## src/design/flp_pkg.sv

```systemverilog
// constants and carrier types for the flash command, autoselect and protection logic
package flp_pkg;
    // ====================================================================
    // widths
    localparam int AW   = 19;
    localparam int DW   = 16;
    localparam int NSEC = 9;

    // ====================================================================
    // command register codes and unlock addresses
    localparam logic [10:0] UL1_ADDR    = 11'h555;
    localparam logic [10:0] UL2_ADDR    = 11'h2aa;
    localparam logic [7:0]  CMD_UL1     = 8'haa;
    localparam logic [7:0]  CMD_UL2     = 8'h55;
    localparam logic [7:0]  CMD_ASEL    = 8'h90;
    localparam logic [7:0]  CMD_PROG    = 8'ha0;
    localparam logic [7:0]  CMD_ERASE   = 8'h80;
    localparam logic [7:0]  CMD_SEC_ER  = 8'h30;
    localparam logic [7:0]  CMD_CHIP_ER = 8'h10;
    localparam logic [7:0]  CMD_RESET   = 8'hf0;
    localparam logic [7:0]  CMD_PROT    = 8'h60;
    localparam int          PROT_SEL_BIT = 6;

    // ====================================================================
    // autoselect codes; identity values are arbitrary
    localparam logic [15:0] MFR_CODE  = 16'h00a5;
    localparam logic [15:0] DEV_CODE  = 16'h005a;
    localparam logic [15:0] CODE_ONE  = 16'h0001;
    localparam logic [15:0] CODE_ZERO = 16'h0000;
    localparam logic [1:0]  ASEL_MFR  = 2'h0;
    localparam logic [1:0]  ASEL_DEV  = 2'h1;
    localparam logic [1:0]  ASEL_PROT = 2'h2;
    localparam logic [1:0]  ASEL_BRST = 2'h3;

    // ====================================================================
    // register map
    localparam logic [3:0]  REG_CTRL     = 4'h0;
    localparam logic [3:0]  REG_STAT     = 4'h4;
    localparam int          CTRL_BURST   = 0;
    localparam logic [1:0]  RESP_OKAY    = 2'h0;
    localparam logic [1:0]  RESP_SLVERR  = 2'h2;

    typedef enum logic [3:0] {
        CS_READ = 4'h0,
        CS_UL1  = 4'h1,
        CS_UL2  = 4'h2,
        CS_AUTO = 4'h3,
        CS_PROG = 4'h4,
        CS_ER0  = 4'h5,
        CS_ER1  = 4'h6,
        CS_ER2  = 4'h7
    } flp_cmd_t;

    // control pins and indications, all asynchronous to aclk
    typedef struct packed {
        logic ce_n;
        logic we_n;
        logic oe_n;
        logic hv_reset;
        logic hv_a9;
        logic hv_oe;
        logic lockout;
    } flp_pins_t;

    localparam flp_pins_t PINS_RST = '{ce_n: 1'b1, we_n: 1'b1, oe_n: 1'b1, default: 1'b0};

    // request to the array program/erase engine
    typedef struct packed {
        logic            prog_req;
        logic            erase_req;
        logic [NSEC-1:0] erase_mask;
        logic [AW-1:0]   addr;
        logic [DW-1:0]   data;
    } flp_op_t;
endpackage

```

## src/design/flp_ctrl.sv

```systemverilog
// flash command register, autoselect, sector protection and write control
// Overview of operation
// - output enable high places every data output in high impedance
// - word address decodes into nine sectors from 4K to 128K words
// - autoselect drives codes on the low data byte, chosen by two address bits
// - code 3 gives burst status; code 2 gives one for a protected sector
// - autoselect command enters autoselect without any high-voltage level
// - protected sectors refuse program and erase; unprotect re-enables both
// - all protection flags start unprotected
// - high voltage on reset pin selects protect/unprotect by normal writes
// - high voltage on A9 and output enable protects the addressed sector
// - high voltage on reset pin lets protected sectors be changed
// - removing that level protects the previously protected sectors again
// - bad value or order of command writes returns to array read, except in autoselect, which only the reset command or supply lockout leaves
// - address is taken when the later of chip and write enable falls
// - data is taken when the earlier of chip and write enable rises
// - after power-up the device reads the array with no command
// - program and erase need the unlock writes before the command
// - supply lockout ignores writes, idles command logic and resets it
// - a write needs chip and write enable low with output enable high
// - autoselect stays for any reads until the reset command or supply lockout
`timescale 1ns/1ns
`default_nettype none

// ========================================================================
// three-stage synchroniser; the output moves once stages two and three agree
module flp_sync #(
    parameter int           W   = 1,
    parameter logic [W-1:0] RST = '0
) (
    input  wire logic         aclk,
    input  wire logic         aresetn,
    input  wire logic [W-1:0] in_async,
    output logic      [W-1:0] out_sync
);
    typedef struct packed {
        logic [W-1:0] s1;
        logic [W-1:0] s2;
        logic [W-1:0] s3;
        logic [W-1:0] f;
    } flp_sync_st_t;

    flp_sync_st_t q;
    flp_sync_st_t d;

    always_comb begin
        d    = q;
        d.s1 = in_async;
        d.s2 = q.s1;
        d.s3 = q.s2;
        if (q.s2 == q.s3) begin
            d.f = q.s3;
        end
    end

    always_ff @(posedge aclk) begin
        if (!aresetn) begin
            q <= '{s1: RST, s2: RST, s3: RST, f: RST};
        end else begin
            q <= d;
        end
    end

    assign out_sync = q.f;
endmodule // flp_sync

// ========================================================================
module flp_ctrl (
    input  wire logic                     aclk,
    input  wire logic                     aresetn,
    // flash pins and high-voltage indications
    input  wire flp_pkg::flp_pins_t       pins,
    input  wire logic [flp_pkg::AW-1:0]   addr,
    input  wire logic [flp_pkg::DW-1:0]   dq_i,
    output logic      [flp_pkg::DW-1:0]   dq_o,
    output logic                          dq_oe,
    // array side
    input  wire logic [flp_pkg::DW-1:0]   array_rdata,
    output flp_pkg::flp_op_t              op,
    // AXI4-Lite slave
    input  wire logic [3:0]               s_awaddr,
    input  wire logic                     s_awvalid,
    output logic                          s_awready,
    input  wire logic [31:0]              s_wdata,
    input  wire logic [3:0]               s_wstrb,
    input  wire logic                     s_wvalid,
    output logic                          s_wready,
    output logic [1:0]                    s_bresp,
    output logic                          s_bvalid,
    input  wire logic                     s_bready,
    input  wire logic [3:0]               s_araddr,
    input  wire logic                     s_arvalid,
    output logic                          s_arready,
    output logic [31:0]                   s_rdata,
    output logic [1:0]                    s_rresp,
    output logic                          s_rvalid,
    input  wire logic                     s_rready
);
    typedef struct packed {
        flp_pkg::flp_cmd_t          cmd;
        logic [flp_pkg::NSEC-1:0]   prot;
        logic                       burst;
        logic                       wr_act;
        logic [flp_pkg::AW-1:0]     wa;
        logic [flp_pkg::DW-1:0]     wd;
        logic [flp_pkg::DW-1:0]     dq_o;
        logic                       dq_oe;
        flp_pkg::flp_op_t           op;
        logic                       awready;
        logic                       wready;
        logic                       bvalid;
        logic [1:0]                 bresp;
        logic                       arready;
        logic                       rvalid;
        logic [31:0]                rdata;
        logic [1:0]                 rresp;
    } flp_ctrl_st_t;

    flp_ctrl_st_t             q;
    flp_ctrl_st_t             d;
    flp_pkg::flp_pins_t       p;
    logic [flp_pkg::AW-1:0]   a_s;
    logic [flp_pkg::DW-1:0]   dq_s;

    // ====================================================================
    // pin synchronisers
    flp_sync #(.W(7), .RST(flp_pkg::PINS_RST)) u_sync_pins (
        .aclk     (aclk),
        .aresetn  (aresetn),
        .in_async (pins),
        .out_sync (p)
    );
    flp_sync #(.W(flp_pkg::AW)) u_sync_addr (
        .aclk     (aclk),
        .aresetn  (aresetn),
        .in_async (addr),
        .out_sync (a_s)
    );
    flp_sync #(.W(flp_pkg::DW)) u_sync_data (
        .aclk     (aclk),
        .aresetn  (aresetn),
        .in_async (dq_i),
        .out_sync (dq_s)
    );

    // ====================================================================
    // sector decode of a word address
    function automatic logic [3:0] sec_of(input logic [flp_pkg::AW-1:0] a);
        if (a[18]) begin
            sec_of = a[17] ? 4'h8 : 4'h7;
        end else if (a[17] | a[16]) begin
            sec_of = 4'(2'(a[17:16]) + 4'h3);
        end else if (a[15] | a[14]) begin
            sec_of = 4'h3;
        end else if (a[13]) begin
            sec_of = a[12] ? 4'h2 : 4'h1;
        end else begin
            sec_of = 4'h0;
        end
    endfunction

    // ====================================================================
    // next state
    logic                       wr_now;
    logic                       wr_end;
    logic [flp_pkg::NSEC-1:0]   eff_prot;
    logic [3:0]                 wsec;
    logic [3:0]                 rsec;
    logic                       asel;
    logic                       ul1_ok;
    logic                       ul2_ok;
    logic [flp_pkg::NSEC-1:0]   mask;

    always_comb begin
        d        = q;
        d.op.prog_req  = 1'b0;
        d.op.erase_req = 1'b0;
        // hazard: OE low during WE/CE low must never count as a write
        wr_now   = ~p.ce_n & ~p.we_n & p.oe_n & ~p.lockout;
        wr_end   = q.wr_act & ~wr_now & ~p.lockout;
        eff_prot = q.prot & {flp_pkg::NSEC{~p.hv_reset}};
        wsec     = sec_of(q.wa);
        rsec     = sec_of(a_s);
        ul1_ok   = q.wa[10:0] == flp_pkg::UL1_ADDR;
        ul2_ok   = q.wa[10:0] == flp_pkg::UL2_ADDR;
        mask     = '0;
        d.wr_act = wr_now;
        if (wr_now & ~q.wr_act) begin
            d.wa = a_s;
        end
        if (wr_now) begin
            d.wd = dq_s;
        end
        if (wr_end) begin
            if (p.hv_a9 & p.hv_oe) begin
                d.prot[wsec] = 1'b1;
            end else if (p.hv_reset & (q.cmd != flp_pkg::CS_PROG) & (q.wd[7:0] == flp_pkg::CMD_PROT)) begin
                // unprotect clears every sector, so the host protects all first
                if (q.wa[flp_pkg::PROT_SEL_BIT]) begin
                    d.prot = '0;
                end else begin
                    d.prot[wsec] = 1'b1;
                end
            end else if ((q.cmd != flp_pkg::CS_PROG) & (q.wd[7:0] == flp_pkg::CMD_RESET)) begin
                d.cmd = flp_pkg::CS_READ;
            end else begin
                unique case (q.cmd)
                    flp_pkg::CS_READ: begin
                        if (ul1_ok & (q.wd[7:0] == flp_pkg::CMD_UL1)) begin
                            d.cmd = flp_pkg::CS_UL1;
                        end
                    end
                    flp_pkg::CS_UL1: begin
                        d.cmd = (ul2_ok & (q.wd[7:0] == flp_pkg::CMD_UL2))
                                ? flp_pkg::CS_UL2 : flp_pkg::CS_READ;
                    end
                    flp_pkg::CS_UL2: begin
                        d.cmd = flp_pkg::CS_READ;
                        if (ul1_ok & (q.wd[7:0] == flp_pkg::CMD_ASEL)) begin
                            d.cmd = flp_pkg::CS_AUTO;
                        end else if (ul1_ok & (q.wd[7:0] == flp_pkg::CMD_PROG)) begin
                            d.cmd = flp_pkg::CS_PROG;
                        end else if (ul1_ok & (q.wd[7:0] == flp_pkg::CMD_ERASE)) begin
                            d.cmd = flp_pkg::CS_ER0;
                        end
                    end
                    flp_pkg::CS_AUTO: begin
                        d.cmd = flp_pkg::CS_AUTO;
                    end
                    flp_pkg::CS_PROG: begin
                        d.cmd          = flp_pkg::CS_READ;
                        d.op.prog_req  = ~eff_prot[wsec];
                        d.op.addr      = q.wa;
                        d.op.data      = q.wd;
                    end
                    flp_pkg::CS_ER0: begin
                        d.cmd = (ul1_ok & (q.wd[7:0] == flp_pkg::CMD_UL1))
                                ? flp_pkg::CS_ER1 : flp_pkg::CS_READ;
                    end
                    flp_pkg::CS_ER1: begin
                        d.cmd = (ul2_ok & (q.wd[7:0] == flp_pkg::CMD_UL2))
                                ? flp_pkg::CS_ER2 : flp_pkg::CS_READ;
                    end
                    flp_pkg::CS_ER2: begin
                        d.cmd = flp_pkg::CS_READ;
                        if (q.wd[7:0] == flp_pkg::CMD_SEC_ER) begin
                            mask = (9'h001 << wsec) & ~eff_prot;
                        end else if (ul1_ok & (q.wd[7:0] == flp_pkg::CMD_CHIP_ER)) begin
                            mask = ~eff_prot;
                        end
                        d.op.erase_req  = |mask;
                        d.op.erase_mask = mask;
                        d.op.addr       = q.wa;
                    end
                    default: begin
                        d.cmd = flp_pkg::CS_READ;
                    end
                endcase
            end
        end
        if (p.lockout) begin
            d.cmd    = flp_pkg::CS_READ;
            d.wr_act = 1'b0;
        end

        // read path
        asel    = p.hv_a9 | (q.cmd == flp_pkg::CS_AUTO);
        d.dq_oe = ~p.oe_n & ~p.ce_n & ~p.lockout;
        d.dq_o  = array_rdata;
        if (asel) begin
            unique case (a_s[1:0])
                flp_pkg::ASEL_MFR:  d.dq_o = flp_pkg::MFR_CODE;
                flp_pkg::ASEL_DEV:  d.dq_o = flp_pkg::DEV_CODE;
                flp_pkg::ASEL_PROT: d.dq_o = q.prot[rsec] ? flp_pkg::CODE_ONE
                                                          : flp_pkg::CODE_ZERO;
                flp_pkg::ASEL_BRST: d.dq_o = q.burst ? flp_pkg::CODE_ONE
                                                     : flp_pkg::CODE_ZERO;
            endcase
        end

        // ================================================================
        // register slave: address and data are taken together, one cycle after both are offered
        if (q.awready) begin
            d.awready = 1'b0;
            d.wready  = 1'b0;
            d.bvalid  = 1'b1;
            d.bresp   = flp_pkg::RESP_SLVERR;
            if (s_awaddr == flp_pkg::REG_CTRL) begin
                d.bresp = flp_pkg::RESP_OKAY;
                if (s_wstrb[0]) begin
                    d.burst = s_wdata[flp_pkg::CTRL_BURST];
                end
            end else if (s_awaddr == flp_pkg::REG_STAT) begin
                d.bresp = flp_pkg::RESP_OKAY;
            end
        end else if (s_awvalid & s_wvalid & ~q.bvalid) begin
            d.awready = 1'b1;
            d.wready  = 1'b1;
        end
        if (q.bvalid & s_bready) begin
            d.bvalid = 1'b0;
        end
        if (q.arready) begin
            d.arready = 1'b0;
            d.rvalid  = 1'b1;
            d.rdata   = '0;
            d.rresp   = flp_pkg::RESP_OKAY;
            if (s_araddr == flp_pkg::REG_CTRL) begin
                d.rdata[flp_pkg::CTRL_BURST] = q.burst;
            end else if (s_araddr == flp_pkg::REG_STAT) begin
                d.rdata[8:0]   = q.prot;
                d.rdata[9]     = asel;
                d.rdata[10]    = p.hv_reset;
                d.rdata[11]    = p.lockout;
                d.rdata[15:12] = q.cmd;
            end else begin
                d.rresp = flp_pkg::RESP_SLVERR;
            end
        end else if (s_arvalid & ~q.rvalid) begin
            d.arready = 1'b1;
        end
        if (q.rvalid & s_rready) begin
            d.rvalid = 1'b0;
        end
    end

    // power-up reset leaves array read and all sectors unprotected
    always_ff @(posedge aclk) begin
        if (!aresetn) begin
            q <= '0;
        end else begin
            q <= d;
        end
    end

    assign dq_o      = q.dq_o;
    assign dq_oe     = q.dq_oe;
    assign op        = q.op;
    assign s_awready = q.awready;
    assign s_wready  = q.wready;
    assign s_bvalid  = q.bvalid;
    assign s_bresp   = q.bresp;
    assign s_arready = q.arready;
    assign s_rvalid  = q.rvalid;
    assign s_rdata   = q.rdata;
    assign s_rresp   = q.rresp;
endmodule // flp_ctrl

`default_nettype wire

```

## config.mk

```make
export PLATFORM = sky130hd
export DESIGN_NAME = flp_ctrl
export DESIGN_NICKNAME = d
export VERILOG_FILES = /design/src/design/flp_pkg.sv /design/src/design/flp_ctrl.sv
export SDC_FILE = /design/constraint.sdc
export NUM_CORES = 1
export LEC_CHECK = 0
export BUFFER_PORTS_ARGS = -buffer_cell sky130_fd_sc_hd__buf_2
export CAP_MARGIN = 15
export CORE_UTILIZATION = 45
export CTS_BUF_LIST = sky130_fd_sc_hd__clkbuf_16
export DETAILED_ROUTE_END_ITERATION = 8
export GPL_ROUTABILITY_DRIVEN = 0
export GPL_TIMING_DRIVEN = 0
export HOLD_SLACK_MARGIN = 0.03
export PLACE_DENSITY = 0.74
export SETUP_SLACK_MARGIN = 0.05
export SYNTH_ARGS = -nofsm -noshare
export SYNTH_HDL_FRONTEND = slang
export SYNTH_SLANG_ARGS = --single-unit
```

## constraint.sdc

```tcl
create_clock -name aclk -period 4.44 [get_ports aclk]
set_clock_uncertainty 0.2 [all_clocks]
set_input_delay 0.888 -clock aclk [delete_from_list [all_inputs] [get_ports aclk]]
set_output_delay 0.888 -clock aclk [all_outputs]
set_load 0.02 [all_outputs]
```

== Word level (Yosys, flattened, before mapping) ==
Index checks and enable logic that the tools add are counted.

* Add/sub/neg operators: 2
* Multiply operators: 0
* Div/mod/pow operators: 0
* $lt $le $gt $ge: 3
* Equality and inequality tests: 28
* Shift operators: 1
* Muxes and demuxes: 50
* Bitwise operators: 49
* Reduce and logical (&&, ||, !) cells: 21

{| class="wikitable"
|+ Operators by type and width
! operator !! number
|-
| 2-to-1 mux 9 bit || 10
|-
| one-hot mux 16 bit (4 select lines) || 1
|-
| == test 8 bit, second input constant || 5
|-
| 2-to-1 mux 16 bit || 2
|-
| 2-to-1 mux 4 bit || 8
|-
| == test 4 x 3 -> 1 bit, second input constant || 6
|-
| 2-to-1 mux 2 bit || 12
|-
| one-hot mux 4 bit (6 select lines) || 1
|-
| AND 1 bit || 23
|-
| == test 19 bit || 1
|-
| AND 9 bit || 2
|-
| NOT 1 bit || 17
|-
| == test 16 bit || 1
|-
| == test 8 x 7 -> 1 bit, second input constant || 2
|-
| 2-to-1 mux 15 bit || 1
|-
| 2-to-1 mux 3 bit || 5
|-
| AND reduction 5 bit || 3
|-
| zero test 4 bit || 3
|-
| OR reduction 2 bit || 6
|-
| OR reduction 6 bit || 2
|-
| == test 11 x 10 -> 1 bit, second input constant || 1
|-
| == test 11 bit, second input constant || 1
|-
| less-than comparator 4 x 5 -> 1 bit, second input constant || 2
|-
| NOT 9 bit || 1
|-
| other kinds (24) || 38
|}

* Bits in registers: 306
* Bits in latches: 0
* Bits in writable memories: 0
* Bits in read-only memories: 0
* Input port bits: 109
* Output and inout bits: 104
* Logic and storage cells: 187
* Memories kept: 0

== Logic depth before layout (Yosys ltp) ==
* Word-level depth: 14
* Depth in mapped cells: 9
* Mapped depth without buffers: 6

== By module ==
A second synthesis with hierarchy kept.

* Cell total of the unflattened synthesis: 1266
* Area total of the unflattened synthesis: 12271.8 µm²

{| class="wikitable"
|+ By module, submodules not included
! module !! instances !! cells an instance !! area an instance (µm²) !! seq. area each (µm²)
|-
| flp_ctrl || 1 || 724 || 6411.1 || 2682.6
|-
| flp_sync at u_sync_addr || 1 || 246 || 2663.8 || 1521.5
|-
| flp_sync at u_sync_data || 1 || 207 || 2213.4 || 1281.2
|-
| flp_sync at u_sync_pins || 1 || 89 || 983.4 || 560.5
|}

== Least setup slack after synthesis ==
Ideal clock, no wire load.

* Path type: input-to-reg
* From: in s_araddr[1]
* To: reg q, in the netlist s_rdata[9]
* Setup time: 74 ps
* Arrival: 1940 ps
* Required time: 4166 ps
* Setup slack: 2226 ps
* Cell stages on the path: 6
* Buffers on the path: 1
* Cells stage by stage: nor3_1 and3_1 and2_1 clkbuf_1 inv_1 o21ai_0

* Cells in the longest elaborated chain, start to end: 3
* Elaborated cells between the ends (all ways): 4
* Those cells by class: 1 x eq/ne; 2 x mux; 1 x reduce/logical

{| class="wikitable"
|+ Ends and longest elaborated chain
! element !! RTL line !! RTL
|-
| from (decl) || flp_ctrl.sv:91 || <nowiki>input wire logic [3:0] s_araddr,</nowiki>
|-
| == test 4 x 3 -> 1 bit || flp_ctrl.sv:310 || <nowiki>end else if (s_araddr == flp_pkg::REG_STAT) begin</nowiki>
|-
| 2-to-1 mux 16 bit || flp_ctrl.sv:310 ||
|-
| 2-to-1 mux 15 bit * || flp_ctrl.sv:308 || <nowiki>if (s_araddr == flp_pkg::REG_CTRL) begin</nowiki>
|-
| to (signal assigned) || flp_ctrl.sv:330 || <nowiki>q <= '0;</nowiki>
|-
| to (signal assigned) || flp_ctrl.sv:332 || <nowiki>q <= d;</nowiki>
|-
| to (decl) || flp_ctrl.sv:119 || <nowiki>flp_ctrl_st_t q;</nowiki>
|}

Mark *: on every way between the ends. The rest lies on a longest branch, timed or not.
A chain may end at the register's enable or synchronous reset.

== Final worst setup path ==
* From: in aresetn
* To: reg q, in the netlist op[44]

* Cells in the longest elaborated chain, start to end: 2

{| class="wikitable"
|+ Ends and longest elaborated chain
! element !! RTL line !! RTL
|-
| from (decl) || flp_ctrl.sv:70 || <nowiki>input wire logic aresetn,</nowiki>
|-
| NOT 1 bit (no line) || -- ||
|-
| OR reduction 6 bit (no line) || -- ||
|}

Every way passes these cells.

==> impl_metrics.ini <==
[cts]
cts_tree = built
clock-sinks = 302
cts_buffer_depth = 3
htree_num_levels = 1
postCtsResizedCells = 0
root_buffer = clkbuf_16
cts_setup_buffers = 0
clk_latency_ps = 540
hold_buffers = 0
cts_buffers = 29
clk_pin_slew_ps = 60

[sta]
finalHoldViolCount = 0
setup_viol = 0
fin_crit_ps = 2567
slew_headroom = 0.5285
period_share = 0.5781
worst_slew_pin_slew_ps = 707.2
max_freq_mhz = 389.6
slew_violations = 0
final.setup.tns_ps = 0
rsz0062_at_grt = false
whs_ps = 205.5
worst_slack_ps = 1873

[synth]
synth-edff-count = 0
netlist_area_um2 = 11960
synth_top_family_by_area = simple AND/OR/NAND/NOR gates
ys_ff_latch = 302
synth_ff_type = dfxtp_1
synth-seq-area-share = 0.5055
synth_warnings = 0
synth.distinct_cells = 70
synthesis.instances = 1186
synthAdderAreaFrac = 0
synth_xor_area_frac = 0.03149
avgSynthCellArea_um2 = 10.08
synth_simple_gate_area_frac = 0.2146
synth_compound_area_frac = 0.08611
muxShareOfSynthArea = 0.07135
async_reset_ff_frac = 0

[detailed_routing]
routedWlPerCell_um = 14.38
routed_wl_um = 25150
first_pass_iters = 6
ant_nets = 0
drc_errors = 0
num_vias = 8393
vias_per_cell = 4.799
first_iter_violations = 377

[final_layout]
drive_above_1_share = 0.2327
area_delta_synth_final_pct = 17.84
n_fill_cell = 2397
seqCellArea_um2 = 6046
nNetsFinal = 1502
antenna_cells = 0
multiInputGateArea_um2 = 4897
fin_area_um2 = 14090

[critical_path]
worstPathArrival_ps = 2740
crit_path_start = aresetn
required_ps = 4610
start_kind = primary input
end_kind = flop
r2r-start = q[136]$_SDFFE_PN0P_
crit_fanout = 10
criticalPathCategory = in2reg
r2r_setup_slack_ps = 1910

[grt]
grtUsageMet2 = 0.3159
grtUsageMet1 = 0.2357
grt_overflow = 0
grt_max_degree = 15
grt-busiest-layer = met2
track_usage = 0.1828
grt_util_met3 = 0.03064
antenna_found_initial = 0
grt_pass1_wl_um = 39790
grt_pass1_vias = 8019

[worst_hold_path]
min_from = u_sync_pins.d[18]$_SDFF_PN1_
holdCritPathClass = reg2reg

[die]
die-area_um2 = 27230
core_um2 = 26060
rows = 59
die_x_um = 165.0
pin_count = 213
start_util = 0.4589
die_y_um = 165.0

[pwr]
fin_total_pwr_uw = 5300
cellPowerDensity_nw_per_um2 = 376.1
leakagePower_uw = 0.006041
irDropWorstVdd_uv = 240.4

[status]
outcome = completed

[placement]
port_buffers = 158
place_area_um2 = 13240
dp_hpwl_um = 18860
detailedPlace.worstSlack_ps = 1296

[flow_run]
drv_cap = 0
## power breakdown
part           leakage [uW]  switching, uW  internal, uW
registers           0.00246           27.8          2770
logic               0.00313            139           136
clock network      0.000448            990          1240
## path summary, 6_finish.rpt
path | endpoint | cells past startpoint
max | op[44]$_SDFF_PP0_ | 4
min | u_sync_pins.d[11]$_SDFF_PN1_ | 1
max reg2reg | op[44]$_SDFF_PP0_ | 7
min reg2reg | u_sync_pins.d[11]$_SDFF_PN1_ | 1
## synthesized netlist by cell type, drive strengths merged, types with 4 or more instances
cell     count  area share
and2       129       0.068
mux2i       83       0.069
nor4         9      0.0060
nand3        9      0.0042
a22o         9      0.0066
clkbuf      50       0.016
nand2b      15      0.0078
o31ai        6      0.0038
and3        12      0.0063
a21boi      42       0.026
o2bb2ai      4      0.0029
nor3         9      0.0038
o21ai       31       0.013
nor4b        4      0.0042
nand4       10      0.0058
dfxtp      302        0.51
xnor2       20       0.015
nor3b        5      0.0048
nor2        29      0.0093
nor2b       99       0.052
o211a        4      0.0033
xor2        23       0.017
a2111oi      4      0.0045
a31oi        5      0.0026
buf        114       0.073
inv          7      0.0022
a21oi       20      0.0084
nand2       94       0.030
## per-layer routing
layer  share of wire  vias up
met4           0.017        0
met1            0.46     3862
met5               0        -
met3           0.056       39
met2            0.47      246
li1                -     4246
## state kept, by name, indices dropped and copies added (netlist names), 7 cells and up
signal,cells
u_sync_data.q,16
q,49
u_sync_addr.q,19
op,46
u_sync_addr.d,38
dq_o,16
u_sync_data.d,32
u_sync_data.out_sync,16
s_rdata,15
u_sync_pins.out_sync,7
u_sync_addr.out_sync,19
u_sync_pins.d,14
u_sync_pins.q,7
## critical path: stages
cell       delay, ps
clkbuf_1         460
clkbuf_1         610
nand2_1          210
a2111oi_0        560
## cell families (layout without fill, tap and decap cells)
family                 after synthesis  count (layout)
XOR/XNOR                            43              43
flip-flops                         302             302
AO/OA/AOI/OAI                      144             144
AND/OR/NAND/NOR                    440             440
buffers and inverters              171             381
multiplexers                        85              85
other                                1              19
## area by class of cell
class | instances | area share
timing repair buffer | 158 | 0.05611
tap | 335 | 0.02974
clock buffer | 29 | 0.05150
multi-input combinational | 731 | 0.3475
inverter | 7 | 0.001865
clock inverter | 23 | 0.009234
sequential | 302 | 0.4290
buffer | 164 | 0.07502
## placed cells by master (no fill, tap or decap), drive strengths merged, types with 29 or more instances in the layout
cell,count
o21ai,31
clkbuf,79
buf,272
nor2b,99
mux2i,83
a21boi,42
nand2,94
and2,129
nor2,29
dfxtp,302
## per-stage QoR
step | util | cells
after global routing | 0.5408 | 1749
after CTS | 0.5408 | 1749
after floorplan | - | 1204
after detailed placement | 0.5079 | 1697
final | 0.5408 | 1749
after global placement | 0.5079 | 1697
Note: power is estimated with default switching activity, not from simulation.
